--- config.mk ---
export PLATFORM = sky130hd
export DESIGN_NAME = sec_status_event_counters
export DESIGN_NICKNAME = d
export VERILOG_FILES = /design/src/pkg/sec_pkg.sv /design/src/design/sec_status_event_counters.sv
export SDC_FILE = /design/constraint.sdc
export NUM_CORES = 1
export LEC_CHECK = 0
export ABC_CLOCK_PERIOD_IN_PS = 19630
export BUFFER_PORTS_ARGS = -buffer_cell sky130_fd_sc_hd__clkbuf_2
export CORE_ASPECT_RATIO = 1.2
export CORE_UTILIZATION = 40
export CTS_CLUSTER_DIAMETER = 40
export DETAILED_ROUTE_END_ITERATION = 6
export RECOVER_POWER = 50
export REMOVE_ABC_BUFFERS = 1
export SETUP_SLACK_MARGIN = 0.1
export SLEW_MARGIN = 20
export SYNTH_ARGS = -nofsm -noshare
export SYNTH_HDL_FRONTEND = slang
export SYNTH_SLANG_ARGS = --single-unit
export TNS_END_PERCENT = 50
--- constraint.sdc ---
create_clock -name i_clock -period 19.63 [get_ports i_clock]
set_input_delay 5.889 -clock i_clock [delete_from_list [all_inputs] [get_ports i_clock]]
set_output_delay 5.889 -clock i_clock [all_outputs]
set_load 0.01 [all_outputs]
--- src/pkg/sec_pkg.sv ---
// Constants and types for the status event counter block
package sec_pkg;

    // Register byte offsets
    localparam logic [11:0] SEC_OFF_SEL_A = 12'h0E4;
    localparam logic [11:0] SEC_OFF_SEL_B = 12'h0E8;
    localparam logic [11:0] SEC_OFF_THR_A = 12'h0EC;
    localparam logic [11:0] SEC_OFF_THR_B = 12'h0F0;
    localparam logic [11:0] SEC_OFF_CNT_A = 12'h118;
    localparam logic [11:0] SEC_OFF_CNT_B = 12'h11C;
    localparam logic [11:0] SEC_OFF_STAT = 12'h120;

    // Counter set layout
    localparam int SEC_NUM_CNT = 6;
    localparam int SEC_PER_REG = 3;
    localparam int SEC_WIDE_W = 12;
    localparam int SEC_NARROW_W = 10;
    localparam int SEC_CNT_LSB_MID = 12;
    localparam int SEC_CNT_LSB_TOP = 22;

    // Select register lane layout
    localparam int SEC_LANE_W = 8;
    localparam int SEC_SRC_LSB = 2;
    localparam int SEC_SRC_W = 6;
    localparam int SEC_ON_BIT = 1;
    localparam int SEC_WIPE_BIT = 0;
    localparam int SEC_NUM_SRC = 64;

    // Source codes fed back from the counters themselves, and one reserved code
    localparam int SEC_SRC_OVF_GRP = 'h1D;
    localparam int SEC_SRC_OVF_3 = 'h1E;
    localparam int SEC_SRC_OVF_0 = 'h1F;
    localparam int SEC_SRC_RSVD = 'h39;
    localparam int SEC_SRC_OVF_5 = 'h3C;
    localparam int SEC_SRC_OVF_4 = 'h3D;
    localparam int SEC_SRC_OVF_2 = 'h3E;
    localparam int SEC_SRC_OVF_1 = 'h3F;

    // Reset values
    localparam logic [SEC_SRC_W-1:0] SEC_SRC_RST = 6'h00;
    localparam logic [SEC_WIDE_W-1:0] SEC_THR_RST = 12'h000;

    typedef struct packed {
        logic [SEC_SRC_W-1:0] source_code;
        logic on;
    } sec_sel_t;

    localparam sec_sel_t SEC_SEL_RST = '{source_code: SEC_SRC_RST, on: 1'b0};

    function automatic int sec_cnt_width(input int k);
        return ((k % SEC_PER_REG) == 0) ? SEC_WIDE_W : SEC_NARROW_W;
    endfunction

    function automatic int sec_cnt_lsb(input int k);
        return ((k % SEC_PER_REG) == 0) ? 0 :
               ((k % SEC_PER_REG) == 1) ? SEC_CNT_LSB_MID : SEC_CNT_LSB_TOP;
    endfunction

endpackage

--- src/design/sec_status_event_counters.sv ---
// Six status event counters with Avalon-MM register access
//
// Function
// - Counter five reads in bits 31:22 of register 0x11C.
// - Counter four reads in bits 21:12 of register 0x11C.
// - Counter three, twelve bits, reads in bits 11:0 of 0x11C.
// - Register 0xE4 bits 23:18 hold counter two source; 31:24 reserved.
// - A counter counts only while its enable bit is set.
// - Writing one to a clear bit zeroes that counter.
// - Counter one: source 15:10, enable 9, clear 8 in 0xE4.
// - Counter zero: source 7:2, enable 1, clear 0 in 0xE4.
// - Register 0xE8 holds counter five source, enable, clear at 23:16.
// - Counters four and three use the lower lanes of 0xE8.
// - Codes 00 and 01 count parity and access errors.
// - Code 02 counts each clock with realtime parity fault.
// - Codes 03 to 0A count sequencer task events, task 1 first.
// - Codes 0B, 0C, 0E count busy durations per clock.
// - Code 0D counts port events, 0F counts I2C errors.
// - Codes 10 to 16 count audio and video DMA or FIFO faults.
// - Codes 17 and 18 count chosen fields on video ports.
// - Codes 19 to 1C count active edges on pins 3 to 0.
// - Codes 1D, 1E, 1F count this block's threshold overflows.
// - Codes 20 and 21 count request-to-grant and master active clocks.
// - Codes 22 to 27 count sequencer access, page errors, busy clocks.
// - Codes 28 to 2A count port timeouts, format and address errors.
// - Passing the threshold wraps the counter to zero and flags status.
// - Register 0x118 holds counters two, one and zero.
// - Thresholds at 0xEC and 0xF0 mirror counter field layout.
// - Codes 2B to 3B count further events, 39 reserved; 3C to 3F count overflows of counters five, four, two, one.
`timescale 1ns/1ps
`default_nettype none

module sec_status_event_counters #(
    parameter int ADDR_W = 10
) (
    input wire logic i_clock,
    input wire logic i_rst_n,
    input wire logic [ADDR_W-1:0] i_avs_address,
    input wire logic i_avs_read,
    input wire logic i_avs_write,
    input wire logic [31:0] i_avs_writedata,
    input wire logic [3:0] i_avs_byteenable,
    output logic [31:0] o_avs_readdata,
    output logic o_avs_waitrequest,
    input wire logic [sec_pkg::SEC_NUM_SRC-1:0] i_status,
    output logic [sec_pkg::SEC_NUM_CNT-1:0] o_overflow
);
    import sec_pkg::*;

    if (ADDR_W < 9 || ADDR_W > 12) begin : g_bad_addr
        $error("ADDR_W must be 9 to 12");
    end

    // Reset release through two flip-flops
    logic rst_meta_ff;
    logic rst_sync_ff;
    always_ff @(posedge i_clock or negedge i_rst_n) begin
        if (!i_rst_n) begin
            rst_meta_ff <= 1'b0;
            rst_sync_ff <= 1'b0;
        end else begin
            rst_meta_ff <= 1'b1;
            rst_sync_ff <= rst_meta_ff;
        end
    end
    wire logic rst_n = rst_sync_ff;

    // Bus handshake: one wait state on every access
    logic ack_ff;
    wire logic req = i_avs_read | i_avs_write;
    wire logic wr_acc = i_avs_write & ack_ff;
    wire logic rd_cap = i_avs_read & ~ack_ff;
    assign o_avs_waitrequest = req & ~ack_ff;

    always_ff @(posedge i_clock or negedge rst_n) begin
        if (!rst_n) begin
            ack_ff <= 1'b0;
        end else begin
            ack_ff <= req & ~ack_ff;
        end
    end

    // Address decode
    wire logic [11:0] addr = 12'(i_avs_address);
    wire logic hit_sel_a = (addr == SEC_OFF_SEL_A);
    wire logic hit_sel_b = (addr == SEC_OFF_SEL_B);
    wire logic hit_thr_a = (addr == SEC_OFF_THR_A);
    wire logic hit_thr_b = (addr == SEC_OFF_THR_B);
    wire logic hit_cnt_a = (addr == SEC_OFF_CNT_A);
    wire logic hit_cnt_b = (addr == SEC_OFF_CNT_B);
    wire logic hit_stat = (addr == SEC_OFF_STAT);
    wire logic [1:0] hit_sel = {hit_sel_b, hit_sel_a};
    wire logic [1:0] hit_thr = {hit_thr_b, hit_thr_a};

    wire logic [31:0] be_mask = {{8{i_avs_byteenable[3]}},
                                 {8{i_avs_byteenable[2]}},
                                 {8{i_avs_byteenable[1]}},
                                 {8{i_avs_byteenable[0]}}};

    // Register views, assembled per counter below
    wire logic [31:0] sel_word [2];
    wire logic [31:0] thr_word [2];
    wire logic [31:0] cnt_word [2];
    wire logic [31:0] thr_merge [2];
    wire logic [SEC_NUM_SRC-1:0] src_vec;
    wire logic [SEC_NUM_CNT-1:0] over;
    logic [SEC_NUM_CNT-1:0] ovf_ff;
    logic [SEC_NUM_CNT-1:0] stat_ff;

    assign sel_word[0][31:24] = 8'h00;
    assign sel_word[1][31:24] = 8'h00;

    assign thr_merge[0] = (thr_word[0] & ~be_mask) |
                          (i_avs_writedata & be_mask);
    assign thr_merge[1] = (thr_word[1] & ~be_mask) |
                          (i_avs_writedata & be_mask);

    wire logic [SEC_NUM_SRC-1:0] fb_mask =
        (64'h1 << SEC_SRC_OVF_GRP) | (64'h1 << SEC_SRC_OVF_3) |
        (64'h1 << SEC_SRC_OVF_0) | (64'h1 << SEC_SRC_OVF_5) |
        (64'h1 << SEC_SRC_OVF_4) | (64'h1 << SEC_SRC_OVF_2) |
        (64'h1 << SEC_SRC_OVF_1) | (64'h1 << SEC_SRC_RSVD);
    wire logic ovf_grp = ovf_ff[1] | ovf_ff[2] | ovf_ff[4] | ovf_ff[5];
    wire logic [SEC_NUM_SRC-1:0] fb_taps =
        ({63'h0, ovf_grp} << SEC_SRC_OVF_GRP) |
        ({63'h0, ovf_ff[3]} << SEC_SRC_OVF_3) |
        ({63'h0, ovf_ff[0]} << SEC_SRC_OVF_0) |
        ({63'h0, ovf_ff[5]} << SEC_SRC_OVF_5) |
        ({63'h0, ovf_ff[4]} << SEC_SRC_OVF_4) |
        ({63'h0, ovf_ff[2]} << SEC_SRC_OVF_2) |
        ({63'h0, ovf_ff[1]} << SEC_SRC_OVF_1);
    assign src_vec = (i_status & ~fb_mask) | fb_taps;

    for (genvar k = 0; k < SEC_NUM_CNT; k++) begin : g_cnt
        localparam int W = sec_cnt_width(k);
        localparam int LSB = sec_cnt_lsb(k);
        localparam int LANE = (k % SEC_PER_REG) * SEC_LANE_W;
        localparam int R = k / SEC_PER_REG;
        localparam int BYTE = k % SEC_PER_REG;

        sec_sel_t sel_ff;
        logic [W-1:0] thr_ff;
        logic [W-1:0] cnt_ff;

        wire logic lane_wr = wr_acc & hit_sel[R] & i_avs_byteenable[BYTE];
        wire logic thr_wr = wr_acc & hit_thr[R];
        // Lane fields of the select word
        // Lane fields of the select word
        // Lane fields of the select word
        wire sec_sel_t nxt_sel = lane_wr ?
            i_avs_writedata[LANE+SEC_ON_BIT +: SEC_SRC_W+1] : sel_ff;
        wire logic wipe = lane_wr & i_avs_writedata[LANE+SEC_WIPE_BIT];
        wire logic [W-1:0] nxt_thr = thr_wr ? thr_merge[R][LSB +: W] : thr_ff;

        // One count per selected level clock
        // One count per selected level clock
        wire logic hit = sel_ff.on & src_vec[sel_ff.source_code];
        assign over[k] = hit & (cnt_ff >= thr_ff) & ~wipe;
        // At most one count per clock
        wire logic [W-1:0] nxt_cnt = wipe ? '0 :
                                     over[k] ? '0 :
                                     hit ? W'(cnt_ff + 1'b1) : cnt_ff;

        assign sel_word[R][LANE +: SEC_LANE_W] = {sel_ff, 1'b0};
        assign thr_word[R][LSB +: W] = thr_ff;
        assign cnt_word[R][LSB +: W] = cnt_ff;

        always_ff @(posedge i_clock or negedge rst_n) begin
            if (!rst_n) begin
                sel_ff <= SEC_SEL_RST;
                thr_ff <= W'(SEC_THR_RST);
                cnt_ff <= '0;
            end else begin
                sel_ff <= nxt_sel;
                thr_ff <= nxt_thr;
                cnt_ff <= nxt_cnt;
            end
        end
    end

    // Sticky status, set wins over clear
    wire logic [SEC_NUM_CNT-1:0] stat_clr =
        (wr_acc & hit_stat & i_avs_byteenable[0]) ?
        i_avs_writedata[SEC_NUM_CNT-1:0] : '0;
    wire logic [SEC_NUM_CNT-1:0] nxt_stat = (stat_ff & ~stat_clr) | over;

    always_ff @(posedge i_clock or negedge rst_n) begin
        if (!rst_n) begin
            ovf_ff <= '0;
            stat_ff <= '0;
        end else begin
            ovf_ff <= over;
            stat_ff <= nxt_stat;
        end
    end
    assign o_overflow = ovf_ff;

    // Read data, unmapped addresses read zero
    logic [31:0] rdata_ff;
    wire logic [31:0] rd_word =
        hit_sel_a ? sel_word[0] :
        hit_sel_b ? sel_word[1] :
        hit_thr_a ? thr_word[0] :
        hit_thr_b ? thr_word[1] :
        hit_cnt_a ? cnt_word[0] :
        hit_cnt_b ? cnt_word[1] :
        hit_stat ? {{(32-SEC_NUM_CNT){1'b0}}, stat_ff} : 32'h0000_0000;

    always_ff @(posedge i_clock or negedge rst_n) begin
        if (!rst_n) begin
            rdata_ff <= 32'h0000_0000;
        end else if (rd_cap) begin
            rdata_ff <= rd_word;
        end
    end
    assign o_avs_readdata = rdata_ff;

endmodule // sec_status_event_counters

`default_nettype wire

==> results of run 1 <==
==> worst paths after layout <==
kind | startpoint | endpoint
max | i_avs_write | o_avs_waitrequest
max reg2reg | rst_n$_DFF_PN0_ | g_cnt[3].sel_ff[1]$_DFFE_PN0N_
min in group asynchronous | rst_n$_DFF_PN0_ | o_avs_readdata[8]$_DFFE_PN0P_
min reg2reg | rst_meta_ff$_DFF_PN0_ | rst_n$_DFF_PN0_
max in group asynchronous | rst_n$_DFF_PN0_ | g_cnt[3].sel_ff[1]$_DFFE_PN0N_
min | rst_meta_ff$_DFF_PN0_ | rst_n$_DFF_PN0_
==> layer usage <==
layer	up-vias	global-route usage	routed length [um]
met1	6565	0.343	20500
met3	101	0.0415	4000
li1	5969	-	-
met4	0	0.0974	1810
met5	-	0	0
met2	628	0.410	22700
==> where the power goes <==
group | internal, mW | switching [mW] | total (mW)
Sequential | 0.451 | 0.00609 | 0.457
Combinational | 0.0289 | 0.0454 | 0.0743
Clock | 0.378 | 0.231 | 0.609
Total | 0.858 | 0.282 | 1.14
==> layout make-up <==
type                       count  area [um2]  area share
antenna                        1        2.50    0.000144
clock buffer                  43         998      0.0573
clock inverter                19         165     0.00948
inverter                      81         304      0.0174
multi-input combinational   1113        9120       0.523
sequential                   217        5430       0.312
tap                          480         601      0.0345
timing repair buffer         159         806      0.0462
==> kinds of logic (layout without fill, tap and decap cells) <==
family / count (synthesis) / count (layout) / synth area share
compound gates: 390 / 390 / 0.176
mux: 216 / 216 / 0.215
other cells: 1 / 2 / 0.000246
buf+inv: 183 / 302 / 0.0493
flops: 217 / 217 / 0.356
simple gates: 436 / 436 / 0.146
fa+ha+maj: 70 / 70 / 0.0574
==> Yosys cell counts (22+ instances only) <==
library cell	count	area share
dfrtp_1	217	0.36
nand2_1	142	0.035
o21ai_0	106	0.035
inv_1	81	0.020
mux2_2	79	0.058
mux4_2	79	0.12
ha_1	70	0.057
clkbuf_1	66	0.016
nor2_1	62	0.015
a21oi_1	59	0.019
mux2i_1	56	0.037
and3_1	43	0.018
nand3_1	42	0.014
a21o_1	26	0.013
nand2b_1	23	0.0094
a221oi_1	22	0.013
buf_2	22	0.0072
==> results.py, run 1 <==
metrics = {
    "clock_network": {
        "clock_latency_ps": 520,
        "cts_root_buffer": "clkbuf_16",
        "cts_buffers": 35,
        "clkSlewWorstSetupHoldPaths_ps": 50,
        "cts_buffer_depth": 3,
        "cts_max_level": 2,
        "ctsResizeCount": 0,
        "tritoncts": "yes",
        "clock-sinks": 217,
        "postCtsSetupBuffers": 0,
        "postCtsHoldBufs": 0,
    },
    "setup_path": {
        "worstPathMaxFanout": 8,
        "critPathLaunchType": "input pin",
        "path_cells": "clkbuf_1 -> nor2_1 -> nor2_1 -> clkbuf_2",
        "path_common_cell": "nor2_1",
        "worst-r2r-cell-count": 1,
        "cp_num_buf_inv": 2,
        "slowest_delay_ps": 230,
        "cp.arrival_ps": 6480,
        "cp.depth": 4,
        "cp-end-kind": "output port",
        "crit_slowest_cell": "clkbuf_1",
        "path_delay_family": "buffers and inverters",
        "worst_ep_required_time_ps": 13740,
        "critPathKind": "in2out",
        "rrSetupSlack_ps": 8340,
    },
    "timing": {
        "rsz0062_at_grt": "false",
        "hold_viol_final": 0,
        "final.min_clock_period_ps": 12370,
        "skew_ps": 23.4,
        "setup_viol_count_final": 0,
        "fin_crit_sh": 0.630,
        "finalWorstSetupSlack_ps": 7260,
        "slew_headroom": -5.12,
        "hold_slack_ps": 346,
        "slew_viol_final": 218,
        "fin_tns_setup_ps": 0,
        "max_freq_ghz": 0.0809,
        "tightestPinTransition_ps": 9180,
    },
    "layout": {
        "final_layout_size_suffix_gt1_frac": 0.237,
        "final_cell_mix": "dfrtp_1 (215), nand2_1 (142), clkbuf_2 (125)",
        "nNetsFinal": 1791,
        "fin_util": 0.463,
        "fin_cells": 2113,
        "final_common_cell": "dfrtp_1",
        "n_fill_cell": 3549,
        "final_area_um2": 17400,
        "area_growth_pct": 14.2,
    },
    "drt": {
        "viasPerCell": 6.28,
        "wl_um": 49100,
        "antenna_left": 0,
        "first_iter_violations": 1177,
        "route.detailed.drc": 2,
        "wire_per_inst_um": 23.2,
        "dr.pass1.iters": 7,
        "num_vias": 13300,
    },
    "synth": {
        "async_flop_share": 1.00,
        "ys.flop_type": "dfrtp_1",
        "synth-edff-count": 0,
        "synth_cells": 1513,
        "synthesis.area_um2": 15300,
        "ys_warn_count": 0,
        "synth_seq_cells": 217,
        "syn_avg_cell_area_um2": 10.1,
        "synth_cell_types": 72,
        "synth_seq_area_share": 0.356,
    },
    "global_route": {
        "grt_max_degree": 169,
        "grt_usage": 0.254,
        "overflow": 0,
        "grt_pass1_wl_um": 76900,
        "antenna_found_initial": 0,
        "grt_pass1_vias": 13000,
    },
    "pwr": {
        "ir_worst_vdd_mv": 0.0538,
        "p_total_mw": 1.14,
        "powerDensity_nw_per_um2": 65.4,
        "leakagePower_nw": 7.62,
    },
    "die": {
        "die-height_um": 216,
        "num_rows": 78,
        "core_area_um2": 37700,
        "die_w_um": 180,
        "die_area_um2": 38900,
        "start_util": 0.405,
        "io_pins": 153,
    },
    "outcome": {
        "outcome": "complete, but fails checks",
        "violations": "design-rule violations, max-capacitance violations, max-slew violations",
    },
    "worst_hold_path": {
        "holdPathStages": 0,
        "worstHoldPathType": "reg2reg",
    },
    "placed_design": {
        "port_buffers": 144,
        "dp.cells": 2050,
        "dp_slack_ps": 7370,
        "routabilityCongestion": 0.960,
        "placed_cell_area_um2": 16300,
        "hpwlAfterDp_um": 35300,
    },
    "run": {
        "drv_cap": 2,
    },
}
(Power assumes the default switching activity.)
==> run 2: changes to the inputs <==
ABC_CLOCK_PERIOD_IN_PS = 12200   (was 19630)
clock period = 12.2 ns   (was 19.63 ns; I/O delays follow)
==> results.py, run 2 (synthesis gave the netlist of run 1 again) <==
metrics = {
    "placed_design": {
        "port_buffers": 144,
        "placed_cell_area_um2": 16300,
        "dp_slack_ps": 4390,
        "hpwlAfterDp_um": 35900,
        "routabilityCongestion": 0.930,
    },
    "global_route": {
        "grt_pass1_vias": 13200,
        "overflow": 0,
        "grt_pass1_wl_um": 78400,
        "grt_max_degree": 79,
        "antenna_found_initial": 2,
        "grt_usage": 0.259,
    },
    "clock_network": {
        "postCtsHoldBufs": 0,
        "cts_max_level": 2,
        "clkSlewWorstSetupHoldPaths_ps": 50,
        "cts_buffers": 36,
        "cts_root_buffer": "clkbuf_16",
        "tritoncts": "yes",
        "postCtsSetupBuffers": 0,
        "clock-sinks": 217,
        "cts_buffer_depth": 3,
        "clock_latency_ps": 530,
        "ctsResizeCount": 0,
    },
    "setup_path": {
        "cp.arrival_ps": 4250,
        "rrSetupSlack_ps": 4700,
        "cp-end-kind": "output port",
        "critPathLaunchType": "input pin",
        "critPathKind": "in2out",
        "r2r_end": "g_cnt[3].sel_ff[1]$_DFFE_PN0N_",
        "worstReg2RegStart": "rst_n$_DFF_PN0_",
        "worstPathMaxFanout": 8,
        "worst_ep_required_time_ps": 8540,
        "worst-r2r-cell-count": 2,
    },
    "layout": {
        "final_layout_size_suffix_gt1_frac": 0.240,
        "final_cell_mix": "dfrtp_1 (215), nand2_1 (142), clkbuf_2 (125)",
        "n_fill_cell": 3509,
        "area_growth_pct": 15.2,
        "final_common_cell": "dfrtp_1",
        "nNetsFinal": 1797,
        "fin_util": 0.467,
        "diodes": 0,
        "final_area_um2": 17600,
    },
    "pwr": {
        "powerDensity_nw_per_um2": 110,
        "leakagePower_nw": 7.70,
        "ir_worst_vdd_mv": 0.105,
    },
    "drt": {
        "viasPerCell": 6.31,
        "wire_per_inst_um": 23.6,
        "dr.pass1.iters": 7,
        "num_vias": 13400,
        "route.detailed.drc": 1,
        "first_iter_violations": 1147,
        "wl_um": 50100,
        "antenna_left": 0,
    },
    "die": {
        "io_pins": 153,
        "core_area_um2": 37700,
        "num_rows": 78,
        "die_w_um": 180,
        "start_util": 0.405,
        "die-height_um": 216,
        "die_area_um2": 38900,
    },
    "worst_hold_path": {
        "holdCritStartpoint": "rst_meta_ff$_DFF_PN0_",
        "worstHoldPathType": "reg2reg",
        "hold_end": "rst_n$_DFF_PN0_",
        "holdPathStages": 0,
    },
    "timing": {
        "fin_crit_sh": 0.648,
        "max_freq_ghz": 0.126,
        "slew_viol_final": 152,
        "finalWorstSetupSlack_ps": 4290,
        "setup_viol_count_final": 0,
        "rsz0062_at_grt": "false",
        "hold_viol_final": 0,
        "final.min_clock_period_ps": 7910,
        "slew_headroom": -1.76,
        "fin_tns_setup_ps": 0,
        "tightestPinTransition_ps": 4140,
        "skew_ps": 24.8,
    },
    "outcome": {
        "outcome": "complete, but fails checks",
        "violations": "design-rule violations, max-capacitance violations, max-slew violations",
    },
    "run": {
        "drv_cap": 2,
    },
}
## run 2: area by class of cell
class,count,area (um2),area share
clock buffer,41,982,0.0558
inverter,81,304,0.0173
tap,480,601,0.0341
timing repair buffer,164,860,0.0489
sequential,217,5440,0.309
multi-input combinational,1113,9120,0.518
clock inverter,24,293,0.0166
## run 2: layer usage
metal,vias up,share of wire,global-route usage
met5,-,0.00034,0
met4,2,0.037,0.0977
met3,124,0.072,0.0385
met2,585,0.47,0.426
met1,6690,0.42,0.345
li1,5971,-,-
## run 2: how the worst max path moves through the flow
stage,depth (start not counted),start,end
4_1_cts,4,i_avs_write,o_avs_waitrequest
5_1_grt,2,rst_n$_DFF_PN0_,g_cnt[3].sel_ff[1]$_DFFE_PN0N_
3_5_place_dp,4,i_avs_write,o_avs_waitrequest
2_1_floorplan,6,i_avs_address[1],g_cnt[3].cnt_ff[10]$_DFFE_PN0P_
6_report,4,i_avs_write,o_avs_waitrequest
3_3_place_gp,4,i_avs_write,o_avs_waitrequest
## run 2: worst max-delay path, stage by stage
cell and delay [ps]:
clkbuf_1 230, nor2_1 80, nor2_1 120, clkbuf_2 150
## run 2: power by group
part	leakage, nW	switching [mW]	internal, mW	total (mW)
clock network	0.613	0.400	0.677	1.08
logic	4.26	0.0770	0.0471	0.124
registers	2.82	0.00688	0.725	0.732
total	7.70	0.484	1.45	1.93
## run 2: through the flow
step / power, mW / hold slack (ps) / instances
after global routing: 1.99 / 359 / 2120
after floorplan: 0.801 / 331 / 1411
final: 1.93 / 353 / 2120
after global placement: 0.865 / 340 / 2054
after CTS: 1.95 / 354 / 2119
after detailed placement: 0.868 / 347 / 2054
